==> src/limit_pkg.sv <==
// constants, types and register map of the limit threshold monitor
package limit_pkg;
	// ----------------------------------------------------------------
	// sizes
	// ----------------------------------------------------------------
	localparam int VAL_W = 18;
	localparam int NUM_LIMITS = 4;
	localparam int FAST_LIMITS = 2;
	localparam int ADDR_W = 8;
	localparam int CFG_W = 7;
	localparam logic signed [31:0] SETPOINT_MAX = 32'sh0001869F;
	localparam logic signed [31:0] SETPOINT_MIN = -32'sh0001869F;

	// ----------------------------------------------------------------
	// register map (byte addresses)
	// ----------------------------------------------------------------
	localparam logic [ADDR_W-1:0] ADDR_CTRL = 8'h00;
	localparam logic [ADDR_W-1:0] ADDR_STATUS = 8'h04;
	localparam logic [ADDR_W-1:0] ADDR_PEAK_MAX = 8'h08;
	localparam logic [ADDR_W-1:0] ADDR_PEAK_MIN = 8'h0C;
	localparam logic [ADDR_W-1:0] ADDR_LIMIT_BASE = 8'h10;
	localparam logic [ADDR_W-1:0] ADDR_LIMIT_END = 8'h50;
	localparam logic [3:0] OFS_CFG = 4'h0;
	localparam logic [3:0] OFS_THR = 4'h4;
	localparam logic [3:0] OFS_BAND = 4'h8;
	localparam logic [3:0] OFS_DEV = 4'hC;

	// ----------------------------------------------------------------
	// field positions
	// ----------------------------------------------------------------
	localparam int CTRL_FAST_BIT = 0;
	localparam int CTRL_LATCH_CLR_BIT = 1;
	localparam int CTRL_PEAK_CLR_BIT = 2;
	localparam int STATUS_IND_LSB = 0;
	localparam int STATUS_DONE_BIT = 8;
	localparam int STATUS_COUNT_LSB = 12;
	localparam int CFG_MODE_LSB = 0;
	localparam int CFG_SRC_LSB = 2;
	localparam int CFG_LATCH_BIT = 5;
	localparam int CFG_NC_BIT = 6;

	localparam logic [1:0] RESP_OKAY = 2'h0;
	localparam logic [1:0] RESP_SLVERR = 2'h2;

	// ----------------------------------------------------------------
	// types
	// ----------------------------------------------------------------
	typedef enum logic [1:0] {
		mode_off = 2'h0,
		above_setpoint_mode = 2'h1,
		below_setpoint_mode = 2'h2,
		deviation_mode = 2'h3
	} mode_t;

	typedef enum logic [2:0] {
		net_source = 3'h0,
		gross_source = 3'h1,
		tare_offset_source = 3'h2,
		max_source = 3'h3,
		min_source = 3'h4,
		peak_span = 3'h5
	} source_t;

	typedef struct packed {
		logic relay_nc;
		logic latch_en;
		source_t src;
		mode_t mode;
	} limit_cfg_t;

	typedef struct packed {
		logic signed [VAL_W-1:0] threshold_value;
		logic signed [VAL_W-1:0] dead_band;
		logic signed [VAL_W-1:0] deviation;
	} limit_levels_t;

	localparam limit_cfg_t CFG_RESET = '{relay_nc: 1'b0, latch_en: 1'b0,
		src: net_source, mode: mode_off};
	localparam limit_levels_t LEVELS_RESET = '0;
endpackage

==> src/peak_tracker.sv <==
// running maximum, minimum and span of the net measurement
module peak_tracker
	import limit_pkg::*;
(
	// clock and reset
	input wire logic clk,
	input wire logic rst_n,
	// measurement
	input wire logic sample_valid,
	input wire logic signed [VAL_W-1:0] value,
	input wire logic clear,
	// stored values
	output logic signed [VAL_W-1:0] max_reg,
	output logic signed [VAL_W-1:0] min_reg,
	output logic signed [VAL_W:0] span_reg
);
	logic empty_reg, empty_next;
	logic signed [VAL_W-1:0] max_next, min_next;
	logic signed [VAL_W:0] span_next;

	always_comb begin
		empty_next = empty_reg;
		max_next = max_reg;
		min_next = min_reg;
		if (clear) begin
			empty_next = 1'b1;
			max_next = '0;
			min_next = '0;
		end else if (sample_valid) begin
			empty_next = 1'b0;
			if (empty_reg || value > max_reg) begin
				max_next = value;
			end
			if (empty_reg || value < min_reg) begin
				min_next = value;
			end
		end
		span_next = (VAL_W+1)'(max_next) - (VAL_W+1)'(min_next);
	end

	always_ff @(posedge clk) begin
		if (!rst_n) begin
			empty_reg <= 1'b1;
			max_reg <= '0;
			min_reg <= '0;
			span_reg <= '0;
		end else begin
			empty_reg <= empty_next;
			max_reg <= max_next;
			min_reg <= min_next;
			span_reg <= span_next;
		end
	end
endmodule // peak_tracker

==> src/limit_channel.sv <==
// one limit: comparison, dead band and latching
module limit_channel
	import limit_pkg::*;
(
	// clock and reset
	input wire logic clk,
	input wire logic rst_n,
	// configuration
	input wire logic enable,
	input wire limit_cfg_t cfg,
	input wire limit_levels_t lv,
	// measurement
	input wire logic eval,
	input wire logic signed [VAL_W:0] value,
	input wire logic latch_clr,
	// result
	output logic active_reg
);
	// wide enough that value minus set point never wraps
	localparam int CW = VAL_W + 3;
	logic signed [CW-1:0] v, sp, band, dev, diff, mag;
	logic trip, rel, latching, active_next;

	always_comb begin
		v = CW'(value);
		sp = CW'(lv.threshold_value);
		band = CW'(lv.dead_band);
		dev = CW'(lv.deviation);
		diff = v - sp;
		mag = (diff < 0) ? -diff : diff;
		case (cfg.mode)
			above_setpoint_mode: begin
				trip = v > sp;
				rel = v < sp - band;
			end
			below_setpoint_mode: begin
				trip = v < sp;
				rel = v > sp + band;
			end
			deviation_mode: begin
				trip = mag > dev;
				rel = mag < dev - band;
			end
			default: begin
				trip = 1'b0;
				rel = 1'b1;
			end
		endcase
		// a latched low limit could never release, so latching is ignored
		latching = cfg.latch_en && cfg.mode != below_setpoint_mode;
		active_next = active_reg;
		if (!enable || cfg.mode == mode_off) begin
			active_next = 1'b0;
		end else if (eval && trip) begin
			active_next = 1'b1;
		end else if (latch_clr) begin
			active_next = 1'b0;
		end else if (eval && rel && !latching) begin
			active_next = 1'b0;
		end
	end

	always_ff @(posedge clk) begin
		if (!rst_n) begin
			active_reg <= 1'b0;
		end else begin
			active_reg <= active_next;
		end
	end
endmodule // limit_channel

==> src/limit_threshold_monitor.sv <==
// set-point limit monitor with an AXI4-Lite register slave
// How it works
// - logic output follows limit indicator exactly
// - four limits, only two in fast build
// - normally-open relay closes while limit active
// - normally-closed relay opens while limit active
// - relay sense defaults to normally open
// - mode defaults off; off never activates
// - high mode trips when value exceeds set point
// - low mode trips when value below set point
// - six selectable sources, net among them
// - gross source ignores zero offsets
// - tare source compares the zero offset
// - max, min or span sources
// - off ends setup (here only a cfg write to the last limit sets setup_done, whatever its mode); last limit finishes setup
// - set point clamps to plus/minus 99999
// - dead band delays release below set point
// - latched limit holds until limit reset
// - latching ignored in low mode
//
// Implementation choices: the register offsets and the AXI4-Lite register port.
module limit_threshold_monitor
	import limit_pkg::*;
(
	// clock and reset
	input wire logic clk,
	input wire logic rst_n,
	// axi4-lite write address
	input wire logic s_axi_awvalid,
	output logic s_axi_awready,
	input wire logic [ADDR_W-1:0] s_axi_awaddr,
	// axi4-lite write data
	input wire logic s_axi_wvalid,
	output logic s_axi_wready,
	input wire logic [31:0] s_axi_wdata,
	input wire logic [3:0] s_axi_wstrb,
	// axi4-lite write response
	output logic s_axi_bvalid,
	input wire logic s_axi_bready,
	output logic [1:0] s_axi_bresp,
	// axi4-lite read address
	input wire logic s_axi_arvalid,
	output logic s_axi_arready,
	input wire logic [ADDR_W-1:0] s_axi_araddr,
	// axi4-lite read data
	output logic s_axi_rvalid,
	input wire logic s_axi_rready,
	output logic [31:0] s_axi_rdata,
	output logic [1:0] s_axi_rresp,
	// measurement sources
	input wire logic sample_valid,
	input wire logic signed [VAL_W-1:0] net_value,
	input wire logic signed [VAL_W-1:0] gross_value,
	input wire logic signed [VAL_W-1:0] tare_value,
	// limit outputs
	output logic [NUM_LIMITS-1:0] indicator,
	output logic [NUM_LIMITS-1:0] logic_out,
	output logic [NUM_LIMITS-1:0] relay_closed,
	output logic setup_done
);
	localparam logic [1:0] FAST_LAST = 2'(FAST_LIMITS - 1);
	localparam logic [1:0] ALL_LAST = 2'(NUM_LIMITS - 1);

	// ----------------------------------------------------------------
	// state
	// ----------------------------------------------------------------
	logic aw_held_reg, aw_held_next, w_held_reg, w_held_next;
	logic [ADDR_W-1:0] awaddr_reg, awaddr_next;
	logic [31:0] wdata_reg, wdata_next;
	logic [3:0] wstrb_reg, wstrb_next;
	logic awready_reg, awready_next, wready_reg, wready_next;
	logic bvalid_reg, bvalid_next, arready_reg, arready_next;
	logic rvalid_reg, rvalid_next;
	logic [1:0] bresp_reg, bresp_next, rresp_reg, rresp_next;
	logic [31:0] rdata_reg, rdata_next;
	limit_cfg_t cfg_reg [NUM_LIMITS];
	limit_cfg_t cfg_next [NUM_LIMITS];
	limit_levels_t lv_reg [NUM_LIMITS];
	limit_levels_t lv_next [NUM_LIMITS];
	logic fast_reg, fast_next, latch_clr_reg, latch_clr_next;
	logic peak_clr_reg, peak_clr_next, setup_done_reg, setup_done_next;
	logic [NUM_LIMITS-1:0] active, chan_en;
	logic [NUM_LIMITS-1:0] ind_reg, ind_next, logic_reg, logic_next;
	logic [NUM_LIMITS-1:0] relay_reg, relay_next;
	logic [ADDR_W-1:0] wrel, rrel;
	logic [1:0] widx, ridx;
	logic w_in_lim, r_in_lim;
	logic signed [VAL_W-1:0] peak_max, peak_min;
	logic signed [VAL_W:0] peak_span_val;

	// saturate a written word into the set-point range
	function automatic logic signed [VAL_W-1:0] clamp(
		input logic [31:0] d, input logic allow_neg);
		logic signed [31:0] s;
		logic signed [31:0] lo;
		s = signed'(d);
		lo = allow_neg ? SETPOINT_MIN : 32'sh00000000;
		if (s > SETPOINT_MAX) begin
			s = SETPOINT_MAX;
		end else if (s < lo) begin
			s = lo;
		end
		return s[VAL_W-1:0];
	endfunction

	// ----------------------------------------------------------------
	// register writes
	// ----------------------------------------------------------------
	// partial-word writes are refused: the 18-bit level fields span several lanes
	always_comb begin
		aw_held_next = aw_held_reg;
		w_held_next = w_held_reg;
		awaddr_next = awaddr_reg;
		wdata_next = wdata_reg;
		wstrb_next = wstrb_reg;
		bvalid_next = bvalid_reg;
		bresp_next = bresp_reg;
		cfg_next = cfg_reg;
		lv_next = lv_reg;
		fast_next = fast_reg;
		setup_done_next = setup_done_reg;
		latch_clr_next = 1'b0;
		peak_clr_next = 1'b0;
		if (s_axi_awvalid && awready_reg) begin
			aw_held_next = 1'b1;
			awaddr_next = s_axi_awaddr;
		end
		if (s_axi_wvalid && wready_reg) begin
			w_held_next = 1'b1;
			wdata_next = s_axi_wdata;
			wstrb_next = s_axi_wstrb;
		end
		wrel = awaddr_next - ADDR_LIMIT_BASE;
		widx = wrel[5:4];
		w_in_lim = awaddr_next >= ADDR_LIMIT_BASE
			&& awaddr_next < ADDR_LIMIT_END;
		if (aw_held_next && w_held_next && !bvalid_reg) begin
			aw_held_next = 1'b0;
			w_held_next = 1'b0;
			bvalid_next = 1'b1;
			bresp_next = RESP_SLVERR;
			if (wstrb_next != 4'hF) begin
				bresp_next = RESP_SLVERR;
			end else if (awaddr_next == ADDR_CTRL) begin
				bresp_next = RESP_OKAY;
				fast_next = wdata_next[CTRL_FAST_BIT];
				latch_clr_next = wdata_next[CTRL_LATCH_CLR_BIT];
				peak_clr_next = wdata_next[CTRL_PEAK_CLR_BIT];
			end else if (w_in_lim && !(fast_reg && widx > FAST_LAST)) begin
				bresp_next = RESP_OKAY;
				case (wrel[3:0])
					OFS_CFG: begin
						if (wdata_next[CFG_SRC_LSB+:3] > peak_span) begin
							bresp_next = RESP_SLVERR;
						end else begin
							cfg_next[widx] = '{
								relay_nc: wdata_next[CFG_NC_BIT],
								latch_en: wdata_next[CFG_LATCH_BIT],
								src: source_t'(wdata_next[CFG_SRC_LSB+:3]),
								mode: mode_t'(wdata_next[CFG_MODE_LSB+:2])};
							setup_done_next = widx == (fast_reg ?
								FAST_LAST : ALL_LAST);
						end
					end
					OFS_THR: begin
						lv_next[widx].threshold_value =
							clamp(wdata_next, 1'b1);
					end
					OFS_BAND: begin
						lv_next[widx].dead_band = clamp(wdata_next, 1'b0);
					end
					OFS_DEV: begin
						lv_next[widx].deviation = clamp(wdata_next, 1'b0);
					end
					default: begin
						bresp_next = RESP_SLVERR;
					end
				endcase
			end
		end
		if (bvalid_reg && s_axi_bready) begin
			bvalid_next = 1'b0;
		end
		awready_next = !aw_held_next;
		wready_next = !w_held_next;
	end

	// ----------------------------------------------------------------
	// register reads
	// ----------------------------------------------------------------
	always_comb begin
		rvalid_next = rvalid_reg;
		rresp_next = rresp_reg;
		rdata_next = rdata_reg;
		rrel = s_axi_araddr - ADDR_LIMIT_BASE;
		ridx = rrel[5:4];
		r_in_lim = s_axi_araddr >= ADDR_LIMIT_BASE
			&& s_axi_araddr < ADDR_LIMIT_END;
		if (s_axi_arvalid && arready_reg) begin
			rvalid_next = 1'b1;
			rresp_next = RESP_OKAY;
			rdata_next = '0;
			if (s_axi_araddr == ADDR_CTRL) begin
				rdata_next[CTRL_FAST_BIT] = fast_reg;
			end else if (s_axi_araddr == ADDR_STATUS) begin
				rdata_next[STATUS_IND_LSB+:NUM_LIMITS] = ind_reg;
				rdata_next[STATUS_DONE_BIT] = setup_done_reg;
				rdata_next[STATUS_COUNT_LSB+:3] = fast_reg ?
					3'(FAST_LIMITS) : 3'(NUM_LIMITS);
			end else if (s_axi_araddr == ADDR_PEAK_MAX) begin
				rdata_next = 32'(peak_max);
			end else if (s_axi_araddr == ADDR_PEAK_MIN) begin
				rdata_next = 32'(peak_min);
			end else if (r_in_lim) begin
				case (rrel[3:0])
					OFS_CFG: rdata_next[CFG_W-1:0] = cfg_reg[ridx];
					OFS_THR: rdata_next = 32'(lv_reg[ridx].threshold_value);
					OFS_BAND: rdata_next = 32'(lv_reg[ridx].dead_band);
					OFS_DEV: rdata_next = 32'(lv_reg[ridx].deviation);
					default: rresp_next = RESP_SLVERR;
				endcase
			end else begin
				rresp_next = RESP_SLVERR;
			end
		end
		if (rvalid_reg && s_axi_rready) begin
			rvalid_next = 1'b0;
		end
		arready_next = !rvalid_next;
	end

	// ----------------------------------------------------------------
	// sources and limits
	// ----------------------------------------------------------------
	peak_tracker u_peak (
		.clk(clk),
		.rst_n(rst_n),
		.sample_valid(sample_valid),
		.value(net_value),
		.clear(peak_clr_reg),
		.max_reg(peak_max),
		.min_reg(peak_min),
		.span_reg(peak_span_val)
	);

	for (genvar i = 0; i < NUM_LIMITS; i++) begin : g_lim
		logic signed [VAL_W:0] src_val;
		always_comb begin
			case (cfg_reg[i].src)
				net_source: src_val = (VAL_W+1)'(net_value);
				gross_source: src_val = (VAL_W+1)'(gross_value);
				tare_offset_source: src_val = (VAL_W+1)'(tare_value);
				max_source: src_val = (VAL_W+1)'(peak_max);
				min_source: src_val = (VAL_W+1)'(peak_min);
				peak_span: src_val = peak_span_val;
				default: src_val = (VAL_W+1)'(net_value);
			endcase
		end
		assign chan_en[i] = !fast_reg || i < FAST_LIMITS;
		limit_channel u_chan (
			.clk(clk),
			.rst_n(rst_n),
			.enable(chan_en[i]),
			.cfg(cfg_reg[i]),
			.lv(lv_reg[i]),
			.eval(sample_valid),
			.value(src_val),
			.latch_clr(latch_clr_reg),
			.active_reg(active[i])
		);
	end

	// absent relays of the fast build stay open
	always_comb begin
		for (int i = 0; i < NUM_LIMITS; i++) begin
			ind_next[i] = active[i] && chan_en[i];
			logic_next[i] = active[i] && chan_en[i];
			relay_next[i] = chan_en[i]
				&& (active[i] ^ cfg_reg[i].relay_nc);
		end
	end

	// ----------------------------------------------------------------
	// registers
	// ----------------------------------------------------------------
	always_ff @(posedge clk) begin
		if (!rst_n) begin
			aw_held_reg <= 1'b0;
			w_held_reg <= 1'b0;
			awaddr_reg <= '0;
			wdata_reg <= '0;
			wstrb_reg <= '0;
			awready_reg <= 1'b0;
			wready_reg <= 1'b0;
			bvalid_reg <= 1'b0;
			bresp_reg <= RESP_OKAY;
			arready_reg <= 1'b0;
			rvalid_reg <= 1'b0;
			rresp_reg <= RESP_OKAY;
			rdata_reg <= '0;
			for (int i = 0; i < NUM_LIMITS; i++) begin
				cfg_reg[i] <= CFG_RESET;
				lv_reg[i] <= LEVELS_RESET;
			end
			fast_reg <= 1'b0;
			latch_clr_reg <= 1'b0;
			peak_clr_reg <= 1'b0;
			setup_done_reg <= 1'b0;
			ind_reg <= '0;
			logic_reg <= '0;
			relay_reg <= '0;
		end else begin
			aw_held_reg <= aw_held_next;
			w_held_reg <= w_held_next;
			awaddr_reg <= awaddr_next;
			wdata_reg <= wdata_next;
			wstrb_reg <= wstrb_next;
			awready_reg <= awready_next;
			wready_reg <= wready_next;
			bvalid_reg <= bvalid_next;
			bresp_reg <= bresp_next;
			arready_reg <= arready_next;
			rvalid_reg <= rvalid_next;
			rresp_reg <= rresp_next;
			rdata_reg <= rdata_next;
			cfg_reg <= cfg_next;
			lv_reg <= lv_next;
			fast_reg <= fast_next;
			latch_clr_reg <= latch_clr_next;
			peak_clr_reg <= peak_clr_next;
			setup_done_reg <= setup_done_next;
			ind_reg <= ind_next;
			logic_reg <= logic_next;
			relay_reg <= relay_next;
		end
	end

	assign s_axi_awready = awready_reg;
	assign s_axi_wready = wready_reg;
	assign s_axi_bvalid = bvalid_reg;
	assign s_axi_bresp = bresp_reg;
	assign s_axi_arready = arready_reg;
	assign s_axi_rvalid = rvalid_reg;
	assign s_axi_rdata = rdata_reg;
	assign s_axi_rresp = rresp_reg;
	assign indicator = ind_reg;
	assign logic_out = logic_reg;
	assign relay_closed = relay_reg;
	assign setup_done = setup_done_reg;
endmodule // limit_threshold_monitor

==> config.mk <==
export PLATFORM = sky130hd
export DESIGN_NAME = limit_threshold_monitor
export DESIGN_NICKNAME = d
export VERILOG_FILES = /design/src/limit_pkg.sv /design/src/peak_tracker.sv /design/src/limit_channel.sv /design/src/limit_threshold_monitor.sv
export SDC_FILE = /design/constraint.sdc
export NUM_CORES = 2
export LEC_CHECK = 0
export BUFFER_PORTS_ARGS = -buffer_cell sky130_fd_sc_hd__buf_4
export CAP_MARGIN = 20
export CORE_MARGIN = 2
export CORE_UTILIZATION = 45
export DETAILED_ROUTE_END_ITERATION = 8
export HOLD_SLACK_MARGIN = 0.12
export PLACE_DENSITY = 0.67
export SLEW_MARGIN = 40
export SYNTH_ARGS = -nofsm -noshare
export SYNTH_HDL_FRONTEND = slang
export SYNTH_SLANG_ARGS = --single-unit
==> constraint.sdc <==
create_clock -name clk -period 7.35 [get_ports clk]
set_clock_uncertainty 0.1 [all_clocks]
set_input_delay 0.735 -clock clk [delete_from_list [all_inputs] [get_ports clk]]
set_output_delay 0.735 -clock clk [all_outputs]
set_load 0.005 [all_outputs]
==> impl_metrics.ini <==
[status]
outcome = completed

[yosys]
ys_ff_latch = 387
synth.distinct_cells = 94
synthTopCellsByCount = nor2_1, ha_1, a21oi_1
synth.top_cell.area_share_pct = 18.8
synth-edff-count = 0
synth_most_common_cell = nor2_1
netlist_area_um2 = 44700
synthTopCellsByArea = ha_1, dfxtp_1, a21oi_1
syn_inst = 5900
yosys.area.top_type = ha_1
synth_area_per_cell_um2 = 7.58
ys_seq_area_share_pct = 17.3
synth_warnings = 0
synth-main-ff-cell = dfxtp_1
synth_async_sr_flop_share_pct = 0

[timing]
relSlewSlack_pct = 34.9
setup_viol = 0
period_minus_slack_ns = 6.87
period_share_pct = 93.5
fmax_ghz = 0.145
rsz0062_at_grt = false
tns_ns = 0
tightestPinTransition_ns = 0.977
finalWorstSetupSlack_ns = 0.476
final-hold-violation-count = 0
slew_viol_final = 0

[pwr]
p_int_w = 0.00430
leakagePower_nw = 19.6
power_frac_comb_pct = 28.6
seq_power_share_pct = 34.1
powerDensity_nw_per_um2 = 136
swShare_pct = 35.5
switching_power_w = 0.00236
power_frac_clock_pct = 37.3
irDropWorstVdd_v = 0.000176

[placed_design]
placed_cells = 7181
place_congestion = 1.08
dpl_cell_area_um2 = 47400
preCtsSetupSlack_ns = 0.484
hpwl_um = 164000
io_buffers = 165

[grt]
grt_pass1_wl_um = 289000
grt_pass1_vias = 42778
grt_max_degree = 189
antenna_found_initial = 8
grt.total_usage_pct = 38.0
overflow = 0

[worst_setup_path]
max_stage_delay_ns = 0.43
r2r_cells = 29
setup.worst_path.start = cfg_reg[4]$_SDFFE_PN0P_
worst-setup-path-type = reg2reg
critPathRequiredTime_ns = 7.76
cp.arrival_ns = 7.28
r2r-start = cfg_reg[4]$_SDFFE_PN0P_
slowest_stage = o22a_1
worst_setup_path_end_kind = register
cp_common_cell = nor2_1
worstPathMaxFanout = 9
startpoint_type = register

[cts]
cts-root-buf = clkbuf_16
h-tree-depth = 2
numCtsBuffers = 45
cts.sink_count = 387
clock_tree.buffer_depth = 3
clkLatencyLatePin_ns = 0.64
cts_tree = yes
clk_pin_slew_ns = 0.06
cts_hold_buf = 0

[floorplanning]
ios = 168
core_region_area_um2 = 98400
die_width_um = 319
initial_core_util_pct = 45.5
die_area_um2 = 102000
rows = 115
die_h_um = 319

[detailed_routing]
first_pass_iters = 9
vias = 46853
finalWirelength_um = 202000
drt-wirelength-per-cell_um = 27.8
drt-initial-drc-count = 6023
vias_per_cell = 6.45
ant_nets = 0
drc = 0

[finish]
largest_reg_flops = 216
areaGrowthSynthToFinish_pct = 9.76
design_area_um2 = 49100
drive_above_1_share_pct = 9.27
nets = 6747
stdcell_count = 7267

[hold_path]
hold_start = s_axi_wstrb[1]
hold_depth = 3
hold_class = in2reg

[flow_run]
drv_cap = 0
==> critical path: cells and delay by family, from the launching register on <==
family                   cells  cell delay (ns)
flip-flops                   1             0.35
XOR/XNOR                     1             0.23
AO/OA/AOI/OAI               13             2.89
buffers and inverters        3             0.73
AND/OR/NAND/NOR             10             1.82
adder cells (fa/ha/maj)      2             0.62
==> routing by layer <==
layer | vias to the layer above | global-route usage, % | wire, um
met1 | 22095 | 49.1 | 80800
li1 | 21406 | - | -
met2 | 2701 | 57.0 | 83800
met4 | 8 | 24.4 | 15700
met3 | 643 | 8.44 | 21600
met5 | - | 0 | 195
==> through the flow <==
step	util (%)	power, W	hold slack (ns)
3_5_place_dp	48.2	0.00413	0.342
2_1_floorplan	-	0.00346	0.332
3_3_place_gp	48.2	0.00412	0.339
4_1_cts	49.8	0.00659	0.242
5_1_grt	49.9	0.00689	0.256
6_report	49.9	0.00666	0.260
==> power by group through the flow <==
| stage | Combinational [W] | Sequential [W] | Clock [W] |
|---|---|---|---|
| 2_1_floorplan | 0.00122 | 0.00224 | 0 |
| 3_3_place_gp | 0.00181 | 0.00230 | 0 |
| 3_5_place_dp | 0.00183 | 0.00230 | 0 |
| 4_1_cts | 0.00185 | 0.00226 | 0.00249 |
| 5_1_grt | 0.00207 | 0.00226 | 0.00257 |
| 6_report | 0.00191 | 0.00227 | 0.00249 |
==> layout make-up <==
cell class / instances / area (um2)
clock inverters: 25 / 369
flip-flops and latches: 387 / 7760
fillers: 9791 / 49300
clock buffers: 54 / 1210
multi-input cells: 4775 / 34200
repair buffers: 300 / 2350
inverters: 434 / 1640
well taps: 1287 / 1610
diodes: 5 / 12.5
==> final timing paths <==
check,endpoint,slack (ns)
setup / recovery,g_lim[3].u_chan.active_reg$_SDFFE_PP0P_,0.48
hold / removal,wstrb_reg[1]$_SDFF_PN0_,0.26
setup reg to reg,g_lim[3].u_chan.active_reg$_SDFFE_PP0P_,0.48
hold reg to reg,wstrb_reg[2]$_SDFF_PN0_,0.35
==> cell families after synthesis <==
| logic type | synth area share [%] |
|---|---|
| other | 0.00838 |
| adders and majority gates | 19.6 |
| xor gates and xnor gates | 6.32 |
| and+or+nand+nor | 19.3 |
| AOI/OAI and AO/OA | 25.0 |
| muxes | 5.86 |
| buffers and inverters | 6.56 |
| DFF | 17.3 |
==> cell usage in the layout, fill, tap and decap left out, types with 18 or more instances in the layout <==
cell type    n
a211oi_1    59
inv_1      427
o221a_1     29
a31oi_1     33
clkbuf_16   45
o31ai_1     27
a22oi_1     27
or3_1       22
buf_4      292
o211ai_1    39
nor3b_1     21
mux4_2      67
nand3_1    102
o21a_1      76
o21bai_1    33
nand2_1    348
dfxtp_1    380
or2_2       43
nor2b_1     96
nor3_1     175
xnor2_1    204
a2111oi_0   22
mux2i_1     96
and3_1      41
ha_1       672
o21ai_0    305
nor4_1      35
a21boi_0    18
nand4_1     78
and2_1      27
a21o_1     127
o32ai_1     32
o22ai_1     58
nand2b_1    77
a21oi_1    638
nor2_1     686
xor2_1     119
==> what timing repair did <==
item / in CTS / in global routing
resized for setup: 0 / 2
setup endpoints to repair: 0 / 1
setup buffers: 0 / 0
Power figures use the tool's default switching activity.
